`src/shared/frc_pkg.sv`:
```
/*
 * frc_pkg: register addresses, field positions, reset values and memory
 * map constants for the low-memory remap and flash status/mode block.
 * Assumes a 32-bit byte-addressed core address space.
 */
package frc_pkg;

    // register byte addresses
    localparam logic [31:0] REMAP_ADDR   = 32'hffff0220;
    localparam logic [31:0] STA_ADDR     = 32'hffff0e00;
    localparam logic [31:0] MOD_ADDR     = 32'hffff0e04;

    // remap register
    localparam int          REMAP_SEL    = 0;
    localparam logic [7:0]  REMAP_RST    = 8'h00;

    // status register fields
    localparam int          STA_PASS     = 0;
    localparam int          STA_FAIL     = 1;
    localparam int          STA_BUSY     = 2;
    localparam int          STA_IRQ      = 3;
    localparam logic [15:0] STA_RST      = 16'h0020;

    // mode register fields; bits above 8 read zero
    localparam int          MOD_EW_EN    = 3;
    localparam int          MOD_IRQ_EN   = 4;
    localparam logic [15:0] MOD_RST      = 16'h0000;
    localparam logic [15:0] MOD_MASK     = 16'h01ff;

    // memory map
    localparam logic [31:0] RESET_VEC    = 32'h00000000;
    localparam logic [31:0] LOW_WIN_SIZE = 32'h00007800;
    localparam logic [31:0] FLASH_BASE   = 32'h00080000;
    localparam logic [31:0] FLASH_SIZE   = 32'h00008000;
    localparam logic [31:0] KERNEL_OFF   = 32'h00007800;
    localparam logic [31:0] SRAM_BASE    = 32'h00040000;
    localparam logic [31:0] SRAM_SIZE    = 32'h00001000;
    localparam logic [31:0] MMR_BASE     = 32'hffff0000;

    // flash array geometry: 512-byte erase pages
    localparam int          OFF_W        = 15;
    localparam int          PAGE_LSB     = 9;
    localparam int          PAGE_W       = OFF_W - PAGE_LSB;

    typedef enum logic [2:0] {
        BOOT_KERNEL = 3'b001,
        BOOT_VECTOR = 3'b010,
        BOOT_RUN    = 3'b100
    } frc_boot_t;

endpackage : frc_pkg

```
`src/frc_sticky_flag.sv`:
```
/*
 * frc_sticky_flag: one status flag set by hardware, cleared by a read.
 * Assumes set and clear are single-cycle strobes on clk_i.
 */
`timescale 1ns/10ps
`default_nettype none

module frc_sticky_flag (
    // clock and reset
    input  wire logic clk_i,
    input  wire logic srst_i,
    // strobes
    input  wire logic set_i,
    input  wire logic clr_i,
    // flag
    output logic      q_o
);

    typedef struct packed {
        logic flag;
    } frc_flag_t;

    frc_flag_t st_q;
    frc_flag_t st_d;

    // set beats clear so an event landing on the read is kept
    always_comb begin
        st_d = st_q;
        if (clr_i) begin
            st_d.flag = 1'b0;
        end
        if (set_i) begin
            st_d.flag = 1'b1;
        end
    end

    always_ff @(posedge clk_i) begin
        if (srst_i) begin
            st_q <= '0;
        end else begin
            st_q <= st_d;
        end
    end

    assign q_o = st_q.flag;

endmodule : frc_sticky_flag

`default_nettype wire

```
`src/frc_map_decode.sv`:
```
/*
 * frc_map_decode: combinational address decode of the core address space,
 * with the low window steered to flash or SRAM by the remap bit.
 * Assumes memory-mapped registers above MMR_BASE are decoded elsewhere.
 */
`timescale 1ns/10ps
`default_nettype none

module frc_map_decode (
    // request
    input  wire logic [31:0]               addr_i,
    input  wire logic                      remap_i,
    input  wire logic                      kernel_i,
    // decode
    output logic                           flash_hit_o,
    output logic                           sram_hit_o,
    output logic                           abort_o,
    output logic [frc_pkg::OFF_W-1:0]      off_o
);

    logic [31:0] fl_off;
    logic [31:0] sr_off;

    assign fl_off = addr_i - frc_pkg::FLASH_BASE;
    assign sr_off = addr_i - frc_pkg::SRAM_BASE;

    always_comb begin
        flash_hit_o = 1'b0;
        sram_hit_o  = 1'b0;
        abort_o     = 1'b0;
        off_o       = addr_i[frc_pkg::OFF_W-1:0];
        if (addr_i < frc_pkg::LOW_WIN_SIZE) begin
            if (remap_i) begin
                // only 4 kB of SRAM behind a 30 kB window
                sram_hit_o = (addr_i < frc_pkg::SRAM_SIZE);
                abort_o    = (addr_i >= frc_pkg::SRAM_SIZE);
            end else begin
                flash_hit_o = 1'b1;
            end
        end else if (addr_i >= frc_pkg::FLASH_BASE &&
                     fl_off < frc_pkg::FLASH_SIZE) begin
            off_o = fl_off[frc_pkg::OFF_W-1:0];
            if (fl_off >= frc_pkg::KERNEL_OFF && !kernel_i) begin
                abort_o = 1'b1;
            end else begin
                flash_hit_o = 1'b1;
            end
        end else if (addr_i >= frc_pkg::SRAM_BASE &&
                     sr_off < frc_pkg::SRAM_SIZE) begin
            sram_hit_o = 1'b1;
            off_o      = sr_off[frc_pkg::OFF_W-1:0];
        end else if (addr_i < frc_pkg::MMR_BASE) begin
            abort_o = 1'b1;
        end
    end

endmodule : frc_map_decode

`default_nettype wire

```
`src/frc_remap_status.sv`:
```
/*
 * frc_remap_status: boot sequencing through the hidden kernel, low-memory
 * remap, flash controller status flags and mode register.
 * Assumes a single-cycle register port from the core, a flash command
 * engine that reports busy, done and pass, and synchronous inputs.
 */
`timescale 1ns/10ps
`default_nettype none

module frc_remap_status (
    // clock and reset
    input  wire logic                         clk_i,
    input  wire logic                         srst_i,
    // register port
    input  wire logic                         reg_req_i,
    input  wire logic                         reg_we_i,
    input  wire logic [31:0]                  reg_addr_i,
    input  wire logic [31:0]                  reg_wdata_i,
    output logic      [31:0]                  reg_rdata_o,
    output logic                              reg_ack_o,
    // boot sequencing
    input  wire logic                         kernel_done_i,
    output logic                              kernel_run_o,
    output logic                              core_start_o,
    output logic      [31:0]                  core_pc_o,
    // core memory decode
    input  wire logic                         cpu_valid_i,
    input  wire logic [31:0]                  cpu_addr_i,
    output logic                              flash_sel_o,
    output logic                              sram_sel_o,
    output logic                              abort_o,
    output logic      [frc_pkg::OFF_W-1:0]    mem_off_o,
    output logic      [frc_pkg::PAGE_W-1:0]   page_o,
    // flash command engine
    input  wire logic                         cmd_req_i,
    input  wire logic                         cmd_ew_i,
    input  wire logic                         ctrl_busy_i,
    input  wire logic                         cmd_done_i,
    input  wire logic                         cmd_pass_i,
    output logic                              cmd_go_o,
    output logic                              flash_irq_o
);

    typedef struct packed {
        frc_pkg::frc_boot_t          boot;
        logic                        remap;
        logic [15:0]                 mode;
        logic [31:0]                 rdata;
        logic                        ack;
        logic                        kernel_run;
        logic                        core_start;
        logic                        flash_sel;
        logic                        sram_sel;
        logic                        abort;
        logic [frc_pkg::OFF_W-1:0]   off;
        logic                        cmd_go;
        logic                        irq;
        logic [31:0]                 pc;
    } frc_state_t;

    frc_state_t st_q;
    frc_state_t st_d;

    logic                      hit_remap;
    logic                      hit_sta;
    logic                      hit_mod;
    logic                      sta_rd;
    logic                      refused;
    logic                      pass_q;
    logic                      fail_q;
    logic                      irqf_q;
    logic                      dec_flash;
    logic                      dec_sram;
    logic                      dec_abort;
    logic [frc_pkg::OFF_W-1:0] dec_off;
    logic [15:0]               sta_val;

    assign hit_remap = reg_req_i && reg_addr_i == frc_pkg::REMAP_ADDR;
    assign hit_sta   = reg_req_i && reg_addr_i == frc_pkg::STA_ADDR;
    assign hit_mod   = reg_req_i && reg_addr_i == frc_pkg::MOD_ADDR;
    assign sta_rd    = hit_sta && !reg_we_i;
    // an erase or write asked for while protected is failed, not run
    assign refused   = cmd_req_i && cmd_ew_i &&
                       !st_q.mode[frc_pkg::MOD_EW_EN];

    frc_sticky_flag u_pass (
        .clk_i  (clk_i),
        .srst_i (srst_i),
        .set_i  (cmd_done_i && cmd_pass_i),
        .clr_i  (sta_rd),
        .q_o    (pass_q)
    );

    frc_sticky_flag u_fail (
        .clk_i  (clk_i),
        .srst_i (srst_i),
        .set_i  ((cmd_done_i && !cmd_pass_i) || refused),
        .clr_i  (sta_rd),
        .q_o    (fail_q)
    );

    frc_sticky_flag u_irqf (
        .clk_i  (clk_i),
        .srst_i (srst_i),
        .set_i  (cmd_done_i && st_q.mode[frc_pkg::MOD_IRQ_EN]),
        .clr_i  (sta_rd),
        .q_o    (irqf_q)
    );

    frc_map_decode u_dec (
        .addr_i      (cpu_addr_i),
        .remap_i     (st_q.remap),
        .kernel_i    (st_q.boot == frc_pkg::BOOT_KERNEL),
        .flash_hit_o (dec_flash),
        .sram_hit_o  (dec_sram),
        .abort_o     (dec_abort),
        .off_o       (dec_off)
    );

    // flags as they stand before this read
    always_comb begin
        sta_val                   = frc_pkg::STA_RST;
        sta_val[frc_pkg::STA_PASS] = pass_q;
        sta_val[frc_pkg::STA_FAIL] = fail_q;
        sta_val[frc_pkg::STA_BUSY] = ctrl_busy_i;
        sta_val[frc_pkg::STA_IRQ]  = irqf_q;
    end

    always_comb begin
        st_d            = st_q;
        st_d.ack        = reg_req_i && (hit_remap || hit_sta || hit_mod);
        st_d.rdata      = 32'h00000000;
        st_d.core_start = 1'b0;
        // boot: kernel first, then one start strobe at the vector
        unique case (st_q.boot)
            frc_pkg::BOOT_KERNEL: begin
                if (kernel_done_i) begin
                    st_d.boot = frc_pkg::BOOT_VECTOR;
                end
            end
            frc_pkg::BOOT_VECTOR: begin
                st_d.boot       = frc_pkg::BOOT_RUN;
                st_d.core_start = 1'b1;
            end
            frc_pkg::BOOT_RUN: begin
                st_d.boot = frc_pkg::BOOT_RUN;
            end
            default: begin
                st_d.boot = frc_pkg::BOOT_KERNEL;
            end
        endcase
        st_d.kernel_run = (st_d.boot == frc_pkg::BOOT_KERNEL);
        if (hit_remap) begin
            if (reg_we_i) begin
                // reserved bits 7:1 are not stored and read zero
                st_d.remap = reg_wdata_i[frc_pkg::REMAP_SEL];
            end else begin
                st_d.rdata[frc_pkg::REMAP_SEL] = st_q.remap;
            end
        end
        if (hit_mod) begin
            if (reg_we_i) begin
                st_d.mode = reg_wdata_i[15:0] & frc_pkg::MOD_MASK;
            end else begin
                st_d.rdata[15:0] = st_q.mode;
            end
        end
        // writes to status fall through untouched
        if (sta_rd) begin
            st_d.rdata[15:0] = sta_val;
        end
        st_d.flash_sel = cpu_valid_i && dec_flash;
        st_d.sram_sel  = cpu_valid_i && dec_sram;
        st_d.abort     = cpu_valid_i && dec_abort;
        st_d.off       = dec_off;
        st_d.cmd_go    = cmd_req_i && !refused;
        st_d.irq       = irqf_q && st_q.mode[frc_pkg::MOD_IRQ_EN];
    end

    always_ff @(posedge clk_i) begin
        if (srst_i) begin
            st_q            <= '0;
            st_q.boot       <= frc_pkg::BOOT_KERNEL;
            st_q.remap      <= frc_pkg::REMAP_RST[frc_pkg::REMAP_SEL];
            st_q.mode       <= frc_pkg::MOD_RST;
            st_q.kernel_run <= 1'b1;
            st_q.pc         <= frc_pkg::RESET_VEC;
        end else begin
            st_q <= st_d;
        end
    end

    assign reg_rdata_o  = st_q.rdata;
    assign reg_ack_o    = st_q.ack;
    assign kernel_run_o = st_q.kernel_run;
    assign core_start_o = st_q.core_start;
    assign core_pc_o    = st_q.pc;
    assign flash_sel_o  = st_q.flash_sel;
    assign sram_sel_o   = st_q.sram_sel;
    assign abort_o      = st_q.abort;
    assign mem_off_o    = st_q.off;
    // page index from the byte offset within the array
    assign page_o       = st_q.off[frc_pkg::OFF_W-1:frc_pkg::PAGE_LSB];
    assign cmd_go_o     = st_q.cmd_go;
    assign flash_irq_o  = st_q.irq;
endmodule : frc_remap_status

`default_nettype wire

```
`config.mk`:
```
export PLATFORM = sky130hd
export DESIGN_NAME = frc_remap_status
export DESIGN_NICKNAME = d
export VERILOG_FILES = /design/src/shared/frc_pkg.sv /design/src/frc_sticky_flag.sv /design/src/frc_map_decode.sv /design/src/frc_remap_status.sv
export SDC_FILE = /design/constraint.sdc
export NUM_CORES = 1
export LEC_CHECK = 0
export ABC_AREA = 1
export BUFFER_PORTS_ARGS = -buffer_cell sky130_fd_sc_hd__buf_2
export CAP_MARGIN = 15
export CORE_ASPECT_RATIO = 0.75
export CORE_MARGIN = 4
export CORE_UTILIZATION = 25
export CTS_CLUSTER_SIZE = 25
export DETAILED_ROUTE_END_ITERATION = 10
export HOLD_SLACK_MARGIN = 0.03
export PLACE_DENSITY_LB_ADDON = 0.12
export SLEW_MARGIN = 10
export SYNTH_ARGS = -nofsm -noshare
export SYNTH_HDL_FRONTEND = slang
export SYNTH_SLANG_ARGS = --single-unit
```
`constraint.sdc`:
```
create_clock -name clk_i -period 1.8 [get_ports clk_i]
set_input_delay 0.36 -clock clk_i [delete_from_list [all_inputs] [get_ports clk_i]]
set_output_delay 0.36 -clock clk_i [all_outputs]
set_load 0.05 [all_outputs]
```
==> results of run 1 <==
-- worst max-delay path, stage by stage --
cell     delay [ns]
buf_2          0.10
inv_1          0.07
ha_1           0.23
nand2_1        0.15
nor2_4         0.19
xor2_1         0.16
nand2_1        0.06
nor2_1         0.09
nand2_1        0.07
nor2_2         0.15
nor2_1         0.05
nand2_1        0.06
a21oi_1        0.05
-- final cells by class --
class | instances | area (um2)
sequential | 48 | 960.9
fill | 1334 | 8099
clock buffer | 6 | 138.9
tap | 162 | 202.7
inverter | 59 | 224.0
timing repair buffer | 140 | 748.2
clock inverter | 2 | 13.76
multi-input combinational | 312 | 1481
-- registers in the layout (all words and copies together), names as in the netlist --
signal and count:
cmd_go_o 1, sram_sel_o 1, reg_ack_o 1, flash_sel_o 1
core_start_o 1, u_fail.q_o 1, reg_rdata_o 9, mem_off_o 15
u_pass.q_o 1, kernel_run_o 1, flash_irq_o 1, abort_o 1
u_irqf.q_o 1, st_q 13
-- layer usage --
layer	GRT usage	wire length (um)	up-vias
met5	0	0	-
met4	0.01511	36	0
met3	0.02950	876	2
met2	0.1769	3545	130
met1	0.1609	3966	1230
li1	-	-	1511
-- final timing paths --
path                  startpoint  cells after the start              to
hold reg to reg         st_q[94]                      2  reg_rdata_o[7]
hold / removal     cpu_addr_i[4]                      3    mem_off_o[4]
setup / recovery  cpu_addr_i[19]                     13         abort_o
setup reg to reg       st_q[106]                      8         abort_o
-- logic make-up after synthesis --
group | synth area share
AND/OR/NAND/NOR | 0.3289
XOR/XNOR | 0.008476
adder cells (fa/ha/maj) | 0.004035
flip-flops | 0.3099
buffers and inverters | 0.2833
other | 0.001209
AO/OA/AOI/OAI | 0.06416
-- placed cells by master (no fill, tap or decap), types with 5 or more instances in the layout --
master	count
buf_2	121
nor2_1	78
nand2_1	69
inv_1	56
conb_1	55
dfxtp_1	48
nand3_1	26
o21ai_0	21
buf_4	19
a21oi_1	9
nand4_1	7
nor2_2	7
clkbuf_16	5
-- synthesized netlist by cell type (all sizes together) --
cell type  instances
nor4               6
nand3             29
ha                 1
clkbuf             3
dfxtp             48
xor2               3
nor3               5
nand2             71
o21ai             24
nand3b             3
nor3b              1
inv               59
a211oi             1
o21bai             1
nor2              90
a21oi              9
conb               1
buf               86
o22ai              3
nand4              8
or2                2
-- repair_timing --
action                                 4_1_cts  5_1_grt
setup endpoints to repair                    0        2
endpoints found under the hold margin        0        0
setup buffers                                0        0
resized for setup                            0        5
-- power groups by stage --
stage / registers [mW] / clock network, mW / logic, mW
final: 1.10 / 0.951 / 0.702
after detailed placement: 1.13 / 0 / 0.698
after floorplan: 1.15 / 0 / 0.601
after CTS: 1.11 / 0.992 / 0.699
after global placement: 1.13 / 0 / 0.698
after global routing: 1.11 / 1.03 / 0.752
==> impl_metrics.yaml, run 1 <==
route:
  ant_nets: 0
  drc_errors: 0
  avgRoutedWirePerCell_um: 11.56
  drt-pass1-iter-count: 4
  post_drt_via_cell_ratio: 3.941
  drt_iter0_drc: 126
  wirelength_mm: 8.424
  vias: 2873
global_routing:
  grt_max_degree: 27
  grt_usage: 0.1136
  grt_overflow: 0
  antenna_found_initial: 0
  grt_pass1_wl_mm: 13.28
  grt_pass1_vias: 2749
floorplan:
  ios: 200
  core-area_um2: 11870
  dieArea_um2: 14270
  fp.dieW_um: 136.6
  die_h_um: 104.4
  rows: 34
  initial_core_util: 0.2612
layout:
  stdcell_count: 729
  area_growth_syn_to_layout_pct: 21.59
  num_antenna_cells: 0
  fin_util: 0.3176
  layout-drive-gt1-share: 0.3051
  fin_nets: 674
  final_area_um2: 3770
critical_path:
  required_ns: 1.97
  end_kind: "register"
  crit_fanout: 5
  r2r_setup_slack_ns: 0.65
  worst-setup-path-type: "primary input to register"
  arrival_ns: 1.81
  worstSetupStartpointType: "primary input"
power:
  power.total_mw: 2.758
  ir_drop_uv: 370.4
  p_clk_frac: 0.345
  power.internal_mw: 1.804
  seqPwrFrac: 0.401
  pwr-share-comb: 0.255
  p_sw_mw: 0.9534
  sw_frac_of_total: 0.3457
  p_per_area_nw_per_um2: 731.5
  power_leakage_nw: 1.998
timing:
  hold_viol_final: 0
  hold_ws_ns: 0.2773
  finalSetupViolations: 0
  fin_crit_ns: 1.638
  rsz0062_at_grt: "no"
  min_period_over_period: 0.9102
  finalSetupTns_ns: 0
  worst_slack_ns: 0.1617
  fmax_mhz: 610.4
  slew_viol_final: 0
  finClkSkew_ns: 0.006049
placed_design:
  hpwl_mm: 7.221
  routabilityCongestion: 0.8544
  placed_cell_area_um2: 3600
  dp.cells: 721
  dp_slack_ns: -0.1720
  io_buffers: 121
cts:
  clock_path_buffers: 2
  clock_latency_ns: 0.28
  htreeDepth: 2
  cts_sinks: 48
  cts_hold_buf: 0
  cts_root_buf: "clkbuf_16"
  clk_pin_slew_ns: 0.07
  numCtsBuffers: 5
  cts_tree: "yes"
synthesis:
  netlist_instances: 454
  synth_seq_area_share: 0.3099
  ys_types: 35
  mappedNetlistArea_um2: 3100
  avgSynthCellArea_um2: 6.829
  ys_ff_latch: 48
  ys_top_cells_by_area: "dfxtp_1, buf_4, nor2_1, nand2_1, inv_1"
  yosysWarnings: 0
  synth_top_area_frac: 0.3099
  yosys.area.top_type: "dfxtp_1"
run_status:
  status: "finished clean"
job:
  maxCapViolCount: 0
worst_hold_path:
  worstHoldPathType: "primary input to register"
Power figures use the tool's default switching activity.
==> run 2, diff against run 1 <==
==> constraint.sdc (replaced) <==
create_clock -name clk_i -period 1.9 [get_ports clk_i]
set_input_delay 0.285 -clock clk_i [delete_from_list [all_inputs] [get_ports clk_i]]
set_output_delay 0.285 -clock clk_i [all_outputs]
set_load 0.05 [all_outputs]
==> run 2 against run 1 <==
Compared with the run above: largest cell class unchanged; global-route usage shrank 0.056 points; utilization shrank 0.70 points; total power down 1.3%; wire length fell by 1.7%.
==> impl_metrics.yaml, run 2 (synthesized netlist as in run 1, its figures left out) <==
cts:
  numCtsBuffers: 5
  cts_tree: "yes"
  htreeDepth: 2
  cts_resized: 0
  cts_hold_buf: 0
  cts_root_buf: "clkbuf_16"
  postCtsSetupBuffers: 0
  clk_pin_slew_ns: 0.06
  clock_path_buffers: 2
  cts_sinks: 48
  clock_latency_ns: 0.28
route:
  drt_iter0_drc: 141
  vias: 2849
  drc_errors: 0
  post_drt_via_cell_ratio: 3.974
  top_layer_used: "met4"
  dr_wl_met3_um: 825
  ant_nets: 0
  drt-met1-wl_mm: 3.970
  wirelength_mm: 8.278
  wl_met2_mm: 3.411
  drt-pass1-iter-count: 4
  avgRoutedWirePerCell_um: 11.55
floorplan:
  initial_core_util: 0.2612
  die_h_um: 104.4
  ios: 200
  core-area_um2: 11870
  rows: 34
  fp.dieW_um: 136.6
  dieArea_um2: 14270
placed_design:
  io_buffers: 121
  placed_cell_area_um2: 3510
  dp.cells: 709
  hpwl_mm: 7.091
  routabilityCongestion: 0.8333
global_routing:
  grt_pass1_vias: 2682
  grt_usage: 0.1130
  antenna_found_initial: 0
  grt_max_degree: 27
  grt_pass1_wl_mm: 12.97
  grt_overflow: 0
layout:
  final_area_um2: 3687
  layout-drive-gt1-share: 0.2847
  final_common_cell: "buf_2"
  area_growth_syn_to_layout_pct: 18.93
  final_cell_mix: "buf_2, nor2_1, nand2_1"
  seqCellArea_um2: 960.9
  num_antenna_cells: 0
  multiInputGateArea_um2: 1464
  largest_register_ffs: 15
  fin_nets: 662
  num-fill-cells: 1323
  stdcell_count: 717
critical_path:
  arrival_ns: 1.83
  worst-setup-path-type: "primary input to register"
  crit_fanout: 5
  r2r-end: "abort_o"
  required_ns: 2.07
  startpoint: "cpu_addr_i[19]"
  rr_worst_depth: 8
  end_kind: "register"
  r2r_setup_slack_ns: 0.73
  worstSetupStartpointType: "primary input"
  r2r_start: "st_q[105]"
worst_hold_path:
  holdPathEnd: "mem_off_o[8]"
  whs_path_depth: 3
  worstHoldPathType: "primary input to register"
  worstHoldStart: "cpu_addr_i[8]"
power:
  power_leakage_nw: 1.948
  power.total_mw: 2.722
  p_per_area_nw_per_um2: 738.1
  ir_drop_uv: 394.5
timing:
  hold_ws_ns: 0.1986
  min_period_over_period: 0.8741
  fmax_mhz: 602.1
  hold_viol_final: 0
  slew_viol_final: 0
  rsz0062_at_grt: "no"
  worst_pin_slew_ns: 0.5044
  slew_headroom: 0.6606
  finClkSkew_ns: 0.003914
  fin_crit_ns: 1.661
  finalSetupViolations: 0
run_status:
  status: "finished clean"
job:
  maxCapViolCount: 0
==> run 2: cell types whose count changed in the layout (fill, tap and decap cells not counted) <==
cell and delta:
bufinv_16 +1, nor2_4 -2, inv_6 -1, clkinv_2 -1, buf_4 -12, nor2_1 +2, clkinv_4 +1, nand2_2 -1
nand2_1 +1
==> run 2: worst max-delay path by stage <==
stage | to | slack, ns | cells after the start
floorplan | abort_o | 0.32 | 12
global placement | abort_o | -0.05 | 13
detailed placement | abort_o | -0.04 | 13
CTS | abort_o | 0.26 | 13
global route | abort_o | 0.06 | 14
finish | abort_o | 0.24 | 13
==> run 2: routing by layer <==
metal | GRT usage | vias to the layer above
met1 | 0.1608 | 1212
met4 | 0.02662 | 0
met5 | 0 | -
li1 | - | 1484
met3 | 0.02756 | 7
met2 | 0.1709 | 146
==> run 2: layout make-up <==
cell class	instances	share of cell area
multi-input combinational	312	0.3970
sequential	48	0.2606
timing repair buffer	128	0.1785
inverter	59	0.06074
tap	162	0.05497
clock buffer	6	0.03767
clock inverter	2	0.01052
==> run 2: stage by stage <==
step	TNS, ns	setup WS (ns)	util
after floorplan	0	0.3244	-
after global placement	-0.04904	-0.04904	0.2957
after detailed placement	-0.04069	-0.04069	0.2957
after CTS	0	0.2605	0.3107
after global routing	0	0.05533	0.3107
final	0	0.2392	0.3107
==> run 2: power by group <==
group | total [mW] | internal, mW | switching [mW]
clock | 1.03 | 0.659 | 0.368
combinational | 0.647 | 0.136 | 0.512
sequential | 1.05 | 1.04 | 0.0120
total | 2.72 | 1.83 | 0.891
==> run 2: worst max-delay path, cell delays in order <==
cell and delay, ns:
buf_2 0.11, inv_1 0.07, ha_1 0.23, nand2_1 0.12, nor2_2 0.24, xor2_1 0.17, nand2_1 0.06, nor2_1 0.11
nand2_1 0.07, nor2_1 0.18, nor2_1 0.07, nand2_1 0.06, a21oi_1 0.05
==> run 3, diff against run 2 <==
clock period = 1.5 ns   (was 1.9 ns; I/O delays follow)
==> run 3 against run 2 <==
Compared with the run above: sequential share of layout area decreased by 1.7 points; highest routed layer is now met5; sequential power increased by 27%; non-clock buffer count increased by 33; critical path type unchanged.
==> impl_metrics.yaml, run 3 (synthesized netlist as in run 1, its figures left out) <==
layout:
  fin_nets: 695
  seqCellArea_um2: 960.9
  final_area_um2: 3949
  largest_register_ffs: 15
  stdcell_count: 749
  multiInputGateArea_um2: 1506
  layout-drive-gt1-share: 0.3390
  num-fill-cells: 1309
  final_cell_mix: "buf_2, nor2_1, nand2_1"
  num_antenna_cells: 0
  fin_util: 0.3327
  area_growth_syn_to_layout_pct: 27.36
  final_common_cell: "buf_2"
cts:
  cts_root_buf: "clkbuf_16"
  htreeDepth: 2
  cts_hold_buf: 0
  clock_latency_ns: 0.28
  clk_pin_slew_ns: 0.06
  cts_sinks: 48
  cts_tree: "yes"
  numCtsBuffers: 5
  clock_path_buffers: 2
job:
  maxCapViolCount: 0
placed_design:
  dp_slack_ns: -0.3022
  routabilityCongestion: 0.9011
  dp.cells: 739
  io_buffers: 121
  placed_cell_area_um2: 3752
  hpwl_mm: 7.454
critical_path:
  worst-setup-path-type: "primary input to register"
  required_ns: 1.67
  worst_path_largest_cell_delay_ns: 0.20
  cpMaxStageDelayCell: "nor2_1"
  r2r-end: "abort_o"
  end_kind: "register"
  worstSetupStartpointType: "primary input"
  r2r_start: "st_q[106]"
  arrival_ns: 1.57
  path_cells: "buf_2 > inv_1 > ha_4 > inv_1 > nand2_1 > nand3_1 > nor2_1 > nand3_1 > nor2_1 > nand3_1 > nor2_2 > nor2_1 > nand2_1 > a21oi_1"
  crit_fanout: 4
  rr_worst_depth: 8
  startpoint: "cpu_addr_i[19]"
  r2r_setup_slack_ns: 0.39
route:
  wirelength_mm: 8.615
  drt_iter0_drc: 117
  ant_nets: 0
  avgRoutedWirePerCell_um: 11.50
  drc_errors: 0
  vias: 2969
  drt-pass1-iter-count: 4
  post_drt_via_cell_ratio: 3.964
global_routing:
  grt_overflow: 0
  grt_pass1_vias: 2699
  grt_usage: 0.1161
  grt_max_degree: 27
  grt_pass1_wl_mm: 13.23
  antenna_found_initial: 1
timing:
  hold_viol_final: 0
  worst_slack_ns: 0.1076
  min_period_over_period: 0.9282
  finalSetupTns_ns: 0
  slew_viol_final: 0
  finalSetupViolations: 0
  fmax_mhz: 718.2
  hold_ws_ns: 0.1395
  fin_crit_ns: 1.392
  finClkSkew_ns: 0.001082
power:
  ir_drop_uv: 334.4
  p_per_area_nw_per_um2: 824.9
  power_leakage_nw: 2.092
  power.total_mw: 3.257
floorplan:
  ios: 200
  die_h_um: 104.4
  dieArea_um2: 14270
  rows: 34
  initial_core_util: 0.2612
  fp.dieW_um: 136.6
  core-area_um2: 11870
worst_hold_path:
  worstHoldPathType: "primary input to register"
  holdPathEnd: "mem_off_o[8]"
  worstHoldStart: "cpu_addr_i[8]"
  whs_path_depth: 3
run_status:
  status: "finished clean"
## run 3: critical path: cells and delay by family
kind / cells / cell delay (ns)
buffers and inverters: 3 / 0.24
AND/OR/NAND/NOR: 9 / 0.85
adder cells (fa/ha/maj): 1 / 0.17
AO/OA/AOI/OAI: 1 / 0.05
## run 3: final cells by class
cell class | count | area share
multi-input combinational | 312 | 0.3815
sequential | 48 | 0.2433
timing repair buffer | 161 | 0.2326
inverter | 59 | 0.05735
tap | 162 | 0.05133
clock buffer | 6 | 0.03264
clock inverter | 1 | 0.001267
## run 3: repair_timing
action / in CTS / in global routing
setup buffers: 0 / 3
gates resized for setup: 0 / 17
endpoints found under the setup margin: 0 / 11
## run 3: power breakdown
| group | internal (mW) | switching (mW) |
|---|---|---|
| Combinational | 0.213 | 0.663 |
| Sequential | 1.31 | 0.0148 |
| Clock | 0.606 | 0.448 |
| Total | 2.13 | 1.13 |
## run 3: worst max-delay path by stage
stage / endpoint / slack (ns) / cells after the start
after floorplan: abort_o / 0.002 / 12
after global placement: abort_o / -0.27 / 14
after detailed placement: abort_o / -0.30 / 14
after CTS: abort_o / 0.004 / 14
after global routing: st_q[90] / -0.01 / 9
final: abort_o / 0.11 / 14
## run 3: layer usage
layer  wire length [um]  GRT usage  up-vias  part of all wire
met3                859    0.03095        8              0.10
met4                 61    0.02374        2            0.0071
met1               3975     0.1600     1276              0.46
met5                  7          0        -           0.00081
li1                   -          -     1547                 -
met2               3711     0.1814      136              0.43
